**src/hdl/spm_defs.svh**
```systemverilog
// Register map, field positions and reset values of the serial peripheral master.
// Assumes inclusion by bare name from the design files only.
`ifndef SPM_DEFS_SVH
`define SPM_DEFS_SVH

`define SPM_ADDR_CTRL 8'ha1
`define SPM_ADDR_DATA 8'ha2
`define SPM_ADDR_STAT 8'ha3
`define SPM_ADDR_IRQ_STAT 8'ha4
`define SPM_ADDR_IRQ_MASK 8'ha5

`define SPM_CTRL_EN 5
`define SPM_CTRL_ORDER 4
`define SPM_CTRL_CLOCK_POLARITY 3
`define SPM_CTRL_CLOCK_PHASE 2
`define SPM_CTRL_RATE_HI 1
`define SPM_CTRL_RATE_LO 0
`define SPM_CTRL_STORED 6
`define SPM_CTRL_RESET 7'h00

`define SPM_STAT_WRITE_COLLISION 0
`define SPM_STAT_ACTIVE 1

`define SPM_IRQ_DONE 0
`define SPM_IRQ_COLL 1
`define SPM_IRQ_RESET 2'h0

`define SPM_DATA_RESET 8'h00
`define SPM_HALF_BASE 6'h04
`define SPM_EDGE_LAST 4'hf

`endif

```
**src/hdl/spm_pkg.sv**
```systemverilog
// Types shared by the serial peripheral master.
// Assumes the defines header is compiled alongside.
package spm_pkg;

	typedef enum logic [1:0]
	{
		SPM_IDLE = 2'b01,
		SPM_SHIFT = 2'b10
	} spm_state_type;

endpackage : spm_pkg

```
**src/hdl/spm_top.sv**
```systemverilog
// Byte-wide serial peripheral master with control, data and status registers.
// Assumes a single-cycle strobe register port and a slave select driven elsewhere.
`timescale 1ns/1ps
`include "spm_defs.svh"

module spm_top
	import spm_pkg::*;
(
	input wire logic mclk,
	input wire logic reset,
	input wire logic [7:0] reg_addr,
	input wire logic [7:0] reg_wdata,
	input wire logic reg_wr,
	input wire logic reg_rd,
	output logic [7:0] reg_rdata,
	input wire logic port_direction,
	output logic sck,
	output logic sck_oe,
	output logic master_data_out,
	output logic master_data_out_oe,
	input wire logic master_data_in,
	output logic irq
);

	function automatic logic first_bit(input logic [7:0] d, input logic msb);
		first_bit = msb ? d[7] : d[0];
	endfunction : first_bit

	function automatic logic [7:0] shift_out(input logic [7:0] d, input logic msb);
		shift_out = msb ? {d[6:0], 1'b0} : {1'b0, d[7:1]};
	endfunction : shift_out

	function automatic logic [7:0] shift_in(input logic [7:0] d, input logic b, input logic msb);
		shift_in = msb ? {d[6:0], b} : {b, d[7:1]};
	endfunction : shift_in

	spm_state_type state_q;
	logic [6:0] ctrl_q;
	logic [4:0] div_cnt_q;
	logic [3:0] edge_cnt_q;
	logic sck_q;
	logic mo_q;
	logic [7:0] tx_q;
	logic [7:0] rx_q;
	logic [7:0] rxbuf_q;
	logic write_collision_q;
	logic [1:0] irq_stat_q;
	logic [1:0] irq_mask_q;
	logic [7:0] rdata_q;

	logic en;
	logic msb_first;
	logic clock_polarity;
	logic clock_phase;
	logic [1:0] rate;
	logic [4:0] half_m1;
	logic busy;
	logic wr_ctrl;
	logic wr_data;
	logic wr_irq_stat;
	logic wr_irq_mask;
	logic start;
	logic tick;
	logic done;
	logic leading;
	logic sample;
	logic launch;
	logic [7:0] rx_in;
	logic [1:0] irq_evt;

	assign en = ctrl_q[`SPM_CTRL_EN];
	assign msb_first = ctrl_q[`SPM_CTRL_ORDER];
	assign clock_polarity = ctrl_q[`SPM_CTRL_CLOCK_POLARITY];
	assign clock_phase = ctrl_q[`SPM_CTRL_CLOCK_PHASE];
	assign rate = ctrl_q[`SPM_CTRL_RATE_HI:`SPM_CTRL_RATE_LO];
	// Half period is 4, 8, 16 or 32 clocks for the four codes
	assign half_m1 = 5'((`SPM_HALF_BASE << rate) - 6'h01);
	assign busy = (state_q == SPM_SHIFT);

	assign wr_ctrl = reg_wr && (reg_addr == `SPM_ADDR_CTRL);
	assign wr_data = reg_wr && (reg_addr == `SPM_ADDR_DATA);
	assign wr_irq_stat = reg_wr && (reg_addr == `SPM_ADDR_IRQ_STAT);
	assign wr_irq_mask = reg_wr && (reg_addr == `SPM_ADDR_IRQ_MASK);

	assign start = wr_data && en && !busy;
	assign tick = busy && (div_cnt_q == half_m1);
	assign done = tick && (edge_cnt_q == `SPM_EDGE_LAST);
	assign leading = ~edge_cnt_q[0];
	assign sample = tick && (leading ^ clock_phase);
	assign launch = tick && (leading == clock_phase);
	assign rx_in = shift_in(rx_q, master_data_in, msb_first);

	always_ff @(posedge mclk)
	begin
		if (reset)
			ctrl_q <= `SPM_CTRL_RESET;
		else if (wr_ctrl)
			ctrl_q <= reg_wdata[`SPM_CTRL_STORED:0];
	end

	// Disabling mid-byte aborts the transfer; the buffer keeps its old byte
	always_ff @(posedge mclk)
	begin
		if (reset)
			state_q <= SPM_IDLE;
		else if (!en)
			state_q <= SPM_IDLE;
		else if (start)
			state_q <= SPM_SHIFT;
		else if (done)
			state_q <= SPM_IDLE;
	end

	always_ff @(posedge mclk)
	begin
		if (reset)
			div_cnt_q <= '0;
		else if (!busy || tick)
			div_cnt_q <= '0;
		else
			div_cnt_q <= div_cnt_q + 5'h01;
	end

	always_ff @(posedge mclk)
	begin
		if (reset)
			edge_cnt_q <= '0;
		else if (!busy)
			edge_cnt_q <= '0;
		else if (tick)
			edge_cnt_q <= edge_cnt_q + 4'h1;
	end

	// Sixteen toggles per byte, so the clock ends at its idle level
	always_ff @(posedge mclk)
	begin
		if (reset)
			sck_q <= 1'b0;
		else if (!busy)
			sck_q <= clock_polarity;
		else if (tick)
			sck_q <= ~sck_q;
	end

	// Phase 0 puts the first bit out before the first clock edge
	always_ff @(posedge mclk)
	begin
		if (reset)
		begin
			tx_q <= `SPM_DATA_RESET;
			mo_q <= 1'b0;
		end
		else if (start)
		begin
			tx_q <= clock_phase ? reg_wdata : shift_out(reg_wdata, msb_first);
			mo_q <= clock_phase ? mo_q : first_bit(reg_wdata, msb_first);
		end
		else if (launch)
		begin
			tx_q <= shift_out(tx_q, msb_first);
			mo_q <= first_bit(tx_q, msb_first);
		end
	end

	always_ff @(posedge mclk)
	begin
		if (reset)
			rx_q <= `SPM_DATA_RESET;
		else if (sample)
			rx_q <= rx_in;
	end

	always_ff @(posedge mclk)
	begin
		if (reset)
			rxbuf_q <= `SPM_DATA_RESET;
		else if (done)
			rxbuf_q <= sample ? rx_in : rx_q;
	end

	// Collision write is dropped: nothing else takes the data
	always_ff @(posedge mclk)
	begin
		if (reset)
			write_collision_q <= 1'b0;
		else if (wr_data)
			write_collision_q <= busy;
	end

	assign irq_evt[`SPM_IRQ_DONE] = done;
	assign irq_evt[`SPM_IRQ_COLL] = wr_data && busy;

	// A new event wins over a clear in the same cycle
	always_ff @(posedge mclk)
	begin
		if (reset)
			irq_stat_q <= `SPM_IRQ_RESET;
		else if (wr_irq_stat)
			irq_stat_q <= (irq_stat_q & ~reg_wdata[1:0]) | irq_evt;
		else
			irq_stat_q <= irq_stat_q | irq_evt;
	end

	always_ff @(posedge mclk)
	begin
		if (reset)
			irq_mask_q <= `SPM_IRQ_RESET;
		else if (wr_irq_mask)
			irq_mask_q <= reg_wdata[1:0];
	end

	always_ff @(posedge mclk)
	begin
		if (reset)
			rdata_q <= `SPM_DATA_RESET;
		else if (reg_rd)
		begin
			unique case (reg_addr)
				`SPM_ADDR_CTRL: rdata_q <= {1'b0, ctrl_q};
				`SPM_ADDR_DATA: rdata_q <= rxbuf_q;
				`SPM_ADDR_STAT: rdata_q <= {6'h00, busy, write_collision_q};
				`SPM_ADDR_IRQ_STAT: rdata_q <= {6'h00, irq_stat_q};
				`SPM_ADDR_IRQ_MASK: rdata_q <= {6'h00, irq_mask_q};
				default: rdata_q <= `SPM_DATA_RESET;
			endcase
		end
		else
			rdata_q <= `SPM_DATA_RESET;
	end

	assign reg_rdata = rdata_q;
	assign sck = sck_q;
	assign sck_oe = en;
	assign master_data_out = mo_q;
	// Direction bit set turns the output pin around for a shared data line
	assign master_data_out_oe = en && !port_direction;
	assign irq = |(irq_stat_q & irq_mask_q);

	a_disabled_idle: assert property (@(posedge mclk) disable iff (reset)
		!en |=> !busy)
		else $error("transfer active while disabled");

	a_idle_clock_level: assert property (@(posedge mclk) disable iff (reset)
		(!busy && !$past(busy) && $stable(clock_polarity)) |-> (sck_q == clock_polarity))
		else $error("clock not at idle level");

	a_start_sets_active: assert property (@(posedge mclk) disable iff (reset)
		start |=> busy && (edge_cnt_q == 4'h0))
		else $error("enabled data write did not start");

	a_first_msb_bit: assert property (@(posedge mclk) disable iff (reset)
		(start && !clock_phase && msb_first) |=> (mo_q == $past(reg_wdata[7])))
		else $error("first bit wrong for msb order");

	a_first_lsb_bit: assert property (@(posedge mclk) disable iff (reset)
		(start && !clock_phase && !msb_first) |=> (mo_q == $past(reg_wdata[0])))
		else $error("first bit wrong for lsb order");

	a_rate_slowest: assert property (@(posedge mclk) disable iff (reset)
		(start && rate == 2'h3) ##1 (busy && rate == 2'h3) [*8]
		|-> $stable(sck_q))
		else $error("clock toggled early at slowest rate");

	a_collision_kept: assert property (@(posedge mclk) disable iff (reset)
		(wr_data && busy && !done) |=> busy && write_collision_q)
		else $error("collision disturbed transfer");

	a_collision_flag: assert property (@(posedge mclk) disable iff (reset)
		wr_data |=> (write_collision_q == $past(busy)))
		else $error("collision flag not updated");

	a_buffer_on_done: assert property (@(posedge mclk) disable iff (reset)
		(rxbuf_q != $past(rxbuf_q)) |-> $past(done))
		else $error("receive buffer changed mid transfer");

	a_done_clears: assert property (@(posedge mclk) disable iff (reset)
		done |=> !busy && (sck_q == clock_polarity))
		else $error("active not cleared at completion");

	a_status_active: assert property (@(posedge mclk) disable iff (reset)
		(reg_rd && reg_addr == `SPM_ADDR_STAT) |=>
		(reg_rdata[`SPM_STAT_ACTIVE] == $past(busy)) && (reg_rdata[7:2] == 6'h00))
		else $error("status read wrong");

	a_pins_owned: assert property (@(posedge mclk) disable iff (reset)
		$rose(en) |-> sck_oe && (master_data_out_oe == !port_direction))
		else $error("pins not taken over");

	c_transfer_done: cover property (@(posedge mclk) disable iff (reset) done);
	c_collision: cover property (@(posedge mclk) disable iff (reset) wr_data && busy);
	c_back_to_back: cover property (@(posedge mclk) disable iff (reset) done ##1 start);
	c_irq_raised: cover property (@(posedge mclk) disable iff (reset) $rose(irq));

endmodule : spm_top

```
**config.mk**
```make
export PLATFORM = sky130hd
export DESIGN_NAME = spm_top
export DESIGN_NICKNAME = d
export VERILOG_FILES = /design/src/hdl/spm_pkg.sv /design/src/hdl/spm_top.sv
export VERILOG_INCLUDE_DIRS = /design/src /design/src/hdl
export SDC_FILE = /design/constraint.sdc
export NUM_CORES = 1
export LEC_CHECK = 0
export ABC_AREA = 1
export CAP_MARGIN = 20
export CORE_ASPECT_RATIO = 0.8
export CORE_MARGIN = 4
export CORE_UTILIZATION = 40
export DETAILED_ROUTE_END_ITERATION = 10
export DONT_BUFFER_PORTS = 1
export SYNTH_ARGS = -nofsm -noshare
export SYNTH_HDL_FRONTEND = slang
export SYNTH_SLANG_ARGS = --single-unit
```
**constraint.sdc**
```tcl
create_clock -name mclk -period 1.6 [get_ports mclk]
set_input_delay 0.16 -clock mclk [delete_from_list [all_inputs] [get_ports mclk]]
set_output_delay 0.16 -clock mclk [all_outputs]
set_load 0.03 [all_outputs]
```
# After elaboration in Yosys (flattened, before gate mapping)
# Cells that the tools add are included.
# Widths: inputs -> output; s select.
[word_totals]
regBits = 57
input_bits = 22
out_inout_bits = 13
word_cells = 80
[op_classes]
add_sub_neg = 3
n_eq_ne = 11
shift = 1
n_mux = 18
bitwise_logic = 11
n_reduce_logical = 23
[ops]
columns = ["operator", "count"]
rows = [
  ["$mux 8", 7],
  ["$eq 8x8->1 const B", 5],
  ["$pmux 8 s5", 1],
  ["$logic_and 1x1->1", 12],
  ["$reduce_or 2->1", 5],
  ["$mux 1", 7],
  ["$mux 2", 3],
  ["$add 5x1->5 const B", 1],
  ["$eq 5x5->1", 1],
  ["$not 1->1", 5],
  ["$shl 3x2->5 const A", 1],
  ["$sub 5x1->5 const B", 1],
  ["$add 4x1->4 const B", 1],
  ["$and 2x2->2", 2],
  ["$eq 4x4->1 const B", 1],
  ["$or 2x2->2", 2],
  ["$reduce_bool 2->1", 2],
  ["$eq 2x2->1 const B", 1],
  ["$logic_not 1->1", 2],
  ["$ne 2x1->1 const B", 1],
  ["$ne 2x2->1 const B", 1],
  ["$not 2->2", 1],
  ["$reduce_and 2->1", 1],
  ["$eq 1x1->1", 1],
  ["other kinds (2)", 2],
]

# Logic depth before layout (Yosys ltp)
# Gate-level depths: netlist (run 1).
[depth]
ltp_word = 7
mapped_depth = 12
mapped_depth_nobuf = 12

# Worst setup path before layout (run 1)
# OpenSTA, ideal clock, no wires.
[synth_path]
kind = "register -> register"
from = "register div_cnt_q[0]"
to = "register rxbuf_q[7]"
setup_time_ns = 0.113
arrival_ns = 1.362
required_time_ns = 1.487
path_slack_ns = 0.125
path_stages_with_launch = 10
n_path_buf = 1
period_less_slack_ns = 1.475
cell_sequence = "dfxtp_1 > ha_1 > nand3_1 > nor2_2 > nand3_4 > nor2_8 > buf_8 > nand3_2 > nand2_1 > nor2_1"
[synth_between]
elab_chain_len = 4
elab_cells_between_ends = 5
cone_classes = "eq/ne (1); mux (1); reduce/logical (3)"
[synth_lines]
columns = ["item", "line_no", "source"]
rows = [
  ["from (decl)", "spm_top.sv:39", "logic [4:0] div_cnt_q;"],
  ["from (signal assigned)", "spm_top.sv:121", "div_cnt_q <= div_cnt_q + 5'h01;"],
  ["$eq 5x5->1 *", "spm_top.sv:86", "assign tick = busy && (div_cnt_q == half_m1);"],
  ["$logic_and 1x1->1 *", "spm_top.sv:86", ""],
  ["$logic_and 1x1->1", "spm_top.sv:89", "assign sample = tick && (leading ^ clock_phase);"],
  ["$mux 8", "n/a", ""],
  ["to (signal assigned)", "spm_top.sv:176", "rxbuf_q <= `SPM_DATA_RESET;"],
  ["to (signal assigned)", "spm_top.sv:178", "rxbuf_q <= sample ? rx_in : rx_q;"],
  ["to (decl)", "spm_top.sv:45", "logic [7:0] rxbuf_q;"],
]
# Every way passes the cells marked *; elsewhere a longest branch is shown, timed or not.
# A chain may end at the register's enable or synchronous reset.

# Worst setup path after layout (run 1)
[layout_path]
from = "register div_cnt_q[1]"
to = "register tx_q[7]"
[layout_between]
elab_chain_len = 4
[layout_lines]
columns = ["item", "line_no", "source"]
rows = [
  ["$eq 5x5->1", "spm_top.sv:86", ""],
  ["$logic_and 1x1->1", "spm_top.sv:86", ""],
  ["$logic_and 1x1->1", "spm_top.sv:90", "assign launch = tick && (leading == clock_phase);"],
  ["$reduce_bool 2->1 (no source line)", "n/a", ""],
  ["to (signal assigned)", "spm_top.sv:150", "tx_q <= `SPM_DATA_RESET;"],
  ["to (signal assigned)", "spm_top.sv:155", "tx_q <= clock_phase ? reg_wdata : shift_out(reg_wdata, msb_first);"],
  ["to (signal assigned)", "spm_top.sv:160", "tx_q <= shift_out(tx_q, msb_first);"],
  ["to (decl)", "spm_top.sv:43", "logic [7:0] tx_q;"],
]
# No other way between the ends.

==> qor.yml, run 1 <==
setup_path:
  r2r-start: "div_cnt_q[1]$_SDFF_PP0_"
  start_kind: "flip-flop"
  endpoint_kind: "flip-flop"
  arrival_ps: 1770
  crit_type: "flip-flop to flip-flop"
  crit_fanout: 9
  startpoint: "div_cnt_q[1]$_SDFF_PP0_"
  cp.required_ps: 1870
placement:
  place_inst: 542
  dp.final_hpwl_um: 5670
  pre_cts_ws_ps: 51.2
  gp_congestion: 0.836
  numPortBuffers: 0
floorplan:
  core_mm2: 0.00706
  die_w_um: 104
  die_area_mm2: 0.00890
  initial_utilization_pct: 42.2
  top_level_ports: 35
  die_h_um: 85.2
  placementRows: 27
power:
  ir_worst_vdd_uv: 522
  p_leak_uw: 0.00141
  p_per_area_mw_per_mm2: 883
layout:
  seq_area_mm2: 0.00115
  final_layout_size_suffix_gt1_share_pct: 16.9
  multiInputGateArea_mm2: 0.00162
  area_delta_synth_final_pct: 21.6
  nNetsFinal: 503
  diodes: 0
  stdcell_count: 571
  fillers: 711
  post-route-util_pct: 51.3
route:
  wl_per_cell_um: 13.6
  ant_nets: 0
  first_pass_iters: 5
  wl_um: 7760
  num_vias: 2910
  first_iter_violations: 143
  drc: 0
  drt-vias-per-instance: 5.10
logic_synthesis:
  yosys-top-cells-count: "122 x nand2_1, 57 x dfxtp_1, 56 x nor2_1"
  synth_edf_count: 0
  synth-seq-area-share_pct: 38.3
  synth_flop_cell: "dfxtp_1"
  ys_top_cells_by_area: "dfxtp_1 38%, nand2_1 15%, nor2_1 7.1%"
  synthCells: 442
  postSynthAreaPerCell_um2: 6.74
  synth_cell_types: 36
  synth_top_area_cell: "dfxtp_1"
  async_flop_share_pct: 0
  synth_nets: 466
  synth_top_area_share_pct: 38.3
  syn-cell-area_mm2: 0.00298
  yosysMostFrequentCell: "nand2_1"
  yosys_register_bits: 57
  synth_warnings: 0
timing:
  period_needed_ps: 1500
  rsz0062_at_grt: "yes"
  fmax_ghz: 0.668
  relSlewSlack_pct: 53.1
  finalCritPeriodShare_pct: 93.6
  skew_ps: 13.1
  slew_violations: 0
  setup_viol: 0
  worst_pin_slew_ps: 701
  hold_viol_final: 0
  worst_slack_ps: 103
  fin_tns_setup_ps: 0
min_path:
  min-delay-start: "reg_addr[2]"
  min_path_type: "input pin to flip-flop"
clock_network:
  clock-sinks: 57
  cts_tree: "done"
  cts_buffers: 9
  clk_latency_ps: 340
  clkTransAtPathRegs_ps: 70
  cts_buffer_depth: 2
  root_buffer: "clkbuf_8"
  htree_levels: 3
grt:
  grt_pass1_wl_um: 12800
  grt_max_degree: 20
  grt_use_total_pct: 17.7
  grt-ovfl-total: 0
  grt_pass1_vias: 2633
  antenna_found_initial: 0
run_status:
  status: "complete, no violations"
job:
  cap_violations: 0
[layout make-up]
cell class	instances	share of cell area, %
well taps	87	3.01
multi-input cells	328	44.8
inverters	43	4.46
repair buffers	40	9.12
flip-flops and latches	57	31.8
clock inverters	7	3.45
clock buffers	9	3.42
[through the flow]
step,total power (uW),hold WS (ps),instance area [um2]
final,3200,23.5,3620
after global routing,3320,3.78,3620
after CTS,3240,3.99,3510
after detailed placement,1520,227,3220
after global placement,1520,228,3220
after floorplan,1510,295,2980
[cell usage in the layout (no fill, tap or decap), types with 3 or more instances in the layout]
| master | count |
|---|---|
| nand3_1 | 33 |
| nand2_2 | 3 |
| nand4_1 | 8 |
| a21oi_1 | 27 |
| inv_6 | 3 |
| buf_4 | 33 |
| o21ai_1 | 4 |
| bufinv_16 | 3 |
| inv_1 | 41 |
| nand3_2 | 3 |
| nor2_1 | 56 |
| a31oi_1 | 3 |
| nand2_1 | 121 |
| nor2_4 | 5 |
| dlygate4sd3_1 | 4 |
| nor3_1 | 6 |
| dfxtp_2 | 5 |
| clkbuf_8 | 9 |
| dfxtp_1 | 51 |
| o21ai_0 | 37 |
[timing repair]
item                                   4_1_cts  5_1_grt
endpoints found under the hold margin       18        0
hold buffers                                 4        0
setup buffers                                0        8
setup endpoints to repair                    0       21
gates resized for setup                      0       16
[power breakdown]
| part | internal, uW | leakage [uW] | switching, uW |
|---|---|---|---|
| Sequential | 1420 | 0.000462 | 0.524 |
| Combinational | 30.9 | 0.000820 | 51.6 |
| Clock | 1050 | 0.000125 | 648 |
| Total | 2500 | 0.00141 | 700 |
[state kept, by name (all words and copies together), names as in the netlist]
signal,count
state_q,2
irq_stat_q,2
master_data_out,1
write_collision_q,1
tx_q,8
irq_mask_q,2
div_cnt_q,5
rxbuf_q,8
rx_q,8
sck,1
reg_rdata,8
edge_cnt_q,4
ctrl_q,7
[path summary, 6_finish.rpt]
check | depth (start not counted) | end | slack [ps]
setup / recovery | 10 | tx_q[7]$_SDFFE_PP0P_ | 100
hold / removal | 3 | reg_rdata[4]$_SDFF_PP0_ | 20
hold reg to reg | 2 | reg_rdata[7]$_SDFF_PP0_ | 460
setup reg to reg | 10 | tx_q[7]$_SDFFE_PP0P_ | 100
[cells by family after synthesis]
kind of cell | synth area share (%)
compound gates | 13.9
buf+inv | 8.27
xor+xnor | 1.43
simple gates | 37.2
fa+ha+maj | 0.840
flops | 38.3
[worst max-delay path: stages, from the launching register on]
cell and delay (ps):
dfxtp_2 350, ha_4 140, nand2_1 60, nor2_2 110, nand3_2 100, nor2_4 160, nand2_2 110, nand2_4 90
buf_12 120, nand2_1 60, a21oi_2 110
[routing by layer]
layer / wire length, um / global-route usage (%) / up-vias
met5: 0 / 0 / -
met4: 68 / 3.99 / 0
met3: 397 / 5.93 / 8
met2: 3290 / 26.9 / 61
met1: 4000 / 24.5 / 1325
li1: - / - / 1516
Note: power is estimated with default switching activity, not from simulation.
==> run 2: changes to the inputs <==
Settings changed: CTS_CLUSTER_SIZE set to 28, PLACE_DENSITY_LB_ADDON set to 0.25.
==> run 2 against run 1 <==
Net effect: final area shrank 0.69%; non-clock buffer count down 4; clock skew up 0.84 ps; die area did not move; total power fell by 5.4%; global-route usage is 0.061 points higher; combinational power fell by 0.6%; critical path type unchanged; largest cell class unchanged.
==> qor.yml, run 2 (synthesis results as in run 1) <==
timing:
  worst_pin_slew_ps: 624  # was 701 ps
  period_needed_ps: 1500  # about the same
  worst_slack_ps: 101  # was 103 ps
  skew_ps: 13.9  # was 13.1 ps
  rsz0062_at_grt: "yes"  # unchanged
  hold_viol_final: 0  # unchanged
  setup_viol: 0  # unchanged
  relSlewSlack_pct: 58.3  # was 53.1%
  finalCritPeriodShare_pct: 93.7  # was 93.6%
  fmax_ghz: 0.667  # was 0.668 GHz
  hold_ws_ps: 17.9  # was 23.5 ps
  slew_violations: 0  # unchanged
floorplan:
  die_area_mm2: 0.00890  # unchanged
  top_level_ports: 35  # unchanged
  core_mm2: 0.00706  # unchanged
  initial_utilization_pct: 42.2  # unchanged
  placementRows: 27  # unchanged
  die_w_um: 104  # unchanged
  die_h_um: 85.2  # unchanged
setup_path:
  startpoint: "div_cnt_q[2]$_SDFF_PP0_"  # was div_cnt_q[1]$_SDFF_PP0_
  cp.required_ps: 1860  # was 1870 ps
  start_kind: "flip-flop"  # unchanged
  endpoint_kind: "flip-flop"  # unchanged
  crit_type: "flip-flop to flip-flop"  # unchanged
  r2r-start: "div_cnt_q[2]$_SDFF_PP0_"  # was div_cnt_q[1]$_SDFF_PP0_
  crit_fanout: 4  # was 9
  arrival_ps: 1760  # was 1770 ps
grt:
  antenna_found_initial: 0  # unchanged
  grt-ovfl-total: 0  # unchanged
  grt_max_degree: 21  # was 20
  grt_pass1_vias: 2678  # was 2633
  grt_use_total_pct: 17.8  # was 17.7%
  grt_pass1_wl_um: 12700  # was 12800 um
layout:
  final_cell_mix: "120 x nand2_1, 56 x nor2_1, 49 x dfxtp_1, 40 x inv_1, 36 x o21ai_0"  # was 121 x nand2_1, 56 x nor2_1, 51 x dfxtp_1, 41 x inv_1, 37 x o21ai_0
  final_common_cell: "nand2_1"  # unchanged
  nNetsFinal: 501  # was 503
  diodes: 0  # unchanged
  area_delta_synth_final_pct: 20.7  # was 21.6%
  fillers: 695  # was 711
  final_layout_size_suffix_gt1_share_pct: 17.6  # was 16.9%
power:
  p_per_area_mw_per_mm2: 841  # was 883 mW/mm2
  ir_worst_vdd_uv: 563  # was 522 uV
  p_leak_uw: 0.00138  # was 0.00141 uW
route:
  num_vias: 2892  # was 2910
  first_pass_iters: 4  # was 5
  wl_per_cell_um: 13.6  # about the same
  ant_nets: 0  # unchanged
  drt-vias-per-instance: 5.08  # was 5.10
  drc: 0  # unchanged
  first_iter_violations: 178  # was 143
  wl_um: 7710  # was 7760 um
clock_network:
  cts_tree: "done"  # unchanged
  cts_buffers: 9  # unchanged
  htree_levels: 3  # unchanged
  cts_buffer_depth: 2  # unchanged
  clkTransAtPathRegs_ps: 70  # about the same
  clock-sinks: 57  # unchanged
  clk_latency_ps: 340  # about the same
  root_buffer: "clkbuf_8"  # unchanged
run_status:
  status: "complete, no violations"  # unchanged
placement:
  gp_congestion: 0.893  # was 0.836
  dp.final_hpwl_um: 5620  # was 5670 um
  pre_cts_ws_ps: -39.3  # was 51.2 ps
  numPortBuffers: 0  # unchanged
min_path:
  min_path_type: "input pin to flip-flop"  # unchanged
  min-delay-start: "reg_wdata[4]"  # was reg_addr[2]
job:
  cap_violations: 0  # unchanged
[run 2: changes by cell type in the layout (fill, tap and decap cells not counted), sizes merged]
cell and change:
inv -2, dlygate4sd3 +1, buf -5, bufinv -1, nor2 +1, clkinvlp +4
[run 2: metrics by stage]
stage / cells / instance area, um2 / util, % / setup TNS (ps) / total power [uW]
2_1_floorplan: 442 / 2980 / - / 0 / 1510
3_3_place_gp: 542 / 3210 / 45.4 / 0 / 1510
3_5_place_dp: 542 / 3210 / 45.4 / -228 / 1520
4_1_cts: 564 / 3490 / 49.4 / 0 / 3070
5_1_grt: 569 / 3600 / 50.9 / -138 / 3150
6_report: 569 / 3600 / 50.9 / 0 / 3030
[run 2: where the power goes]
part,switching (uW),total [uW],internal (uW)
clock,638,1530,889
sequential,0.784,1420,1420
combinational,51.2,82.0,30.9
total,690,3030,2340
[run 2: path summary, 6_finish.rpt]
kind | slack [ps] | endpoint | depth (start not counted)
worst max-delay path | 100 | edge_cnt_q[2]$_SDFFE_PP0P_ | 10
worst min-delay path | 20 | ctrl_q[4]$_SDFFE_PP0P_ | 2
worst max register to register | 100 | edge_cnt_q[2]$_SDFFE_PP0P_ | 10
worst min register to register | 450 | reg_rdata[7]$_SDFF_PP0_ | 2
[run 2: per-layer routing]
metal / routed length [um] / global-route usage (%) / part of all wire (%) / up-vias
li1: - / - / - / 1516
met4: 153 / 7.00 / 2.0 / 0
met3: 643 / 6.46 / 8.3 / 10
met5: 0 / 0 / 0 / -
met2: 3300 / 26.4 / 43 / 87
met1: 3620 / 23.5 / 47 / 1279
[run 2: critical path, cell delays in order (launching register included)]
cell and delay [ps]:
dfxtp_2 360, nand2_1 80, nand2_2 70, inv_1 50, nor2_2 110, nand3_2 110, nor2_4 180, buf_4 130
buf_4 110, a21oi_1 70, nor3_2 160
[run 2: final cells by class]
| cell class | count | area, um2 | area share [%] |
|---|---|---|---|
| Multi-Input combinational cell | 329 | 1650 | 45.9 |
| Clock inverter | 7 | 101 | 2.82 |
| Inverter | 43 | 165 | 4.59 |
| Tap cell | 87 | 109 | 3.03 |
| Sequential cell | 57 | 1150 | 32.1 |
| Timing Repair inverter | 1 | 7.51 | 0.209 |
| Clock buffer | 9 | 124 | 3.44 |
| Timing Repair Buffer | 36 | 287 | 7.97 |
[run 2: timing repair]
item | CTS | global route
gates resized for setup | 0 | 23
setup endpoints to repair | 8 | 21
setup buffers | 1 | 3
hold buffers | 5 | 0
cloned | 0 | 2
endpoints found under the hold margin | 21 | 0
pin swaps | 1 | 9
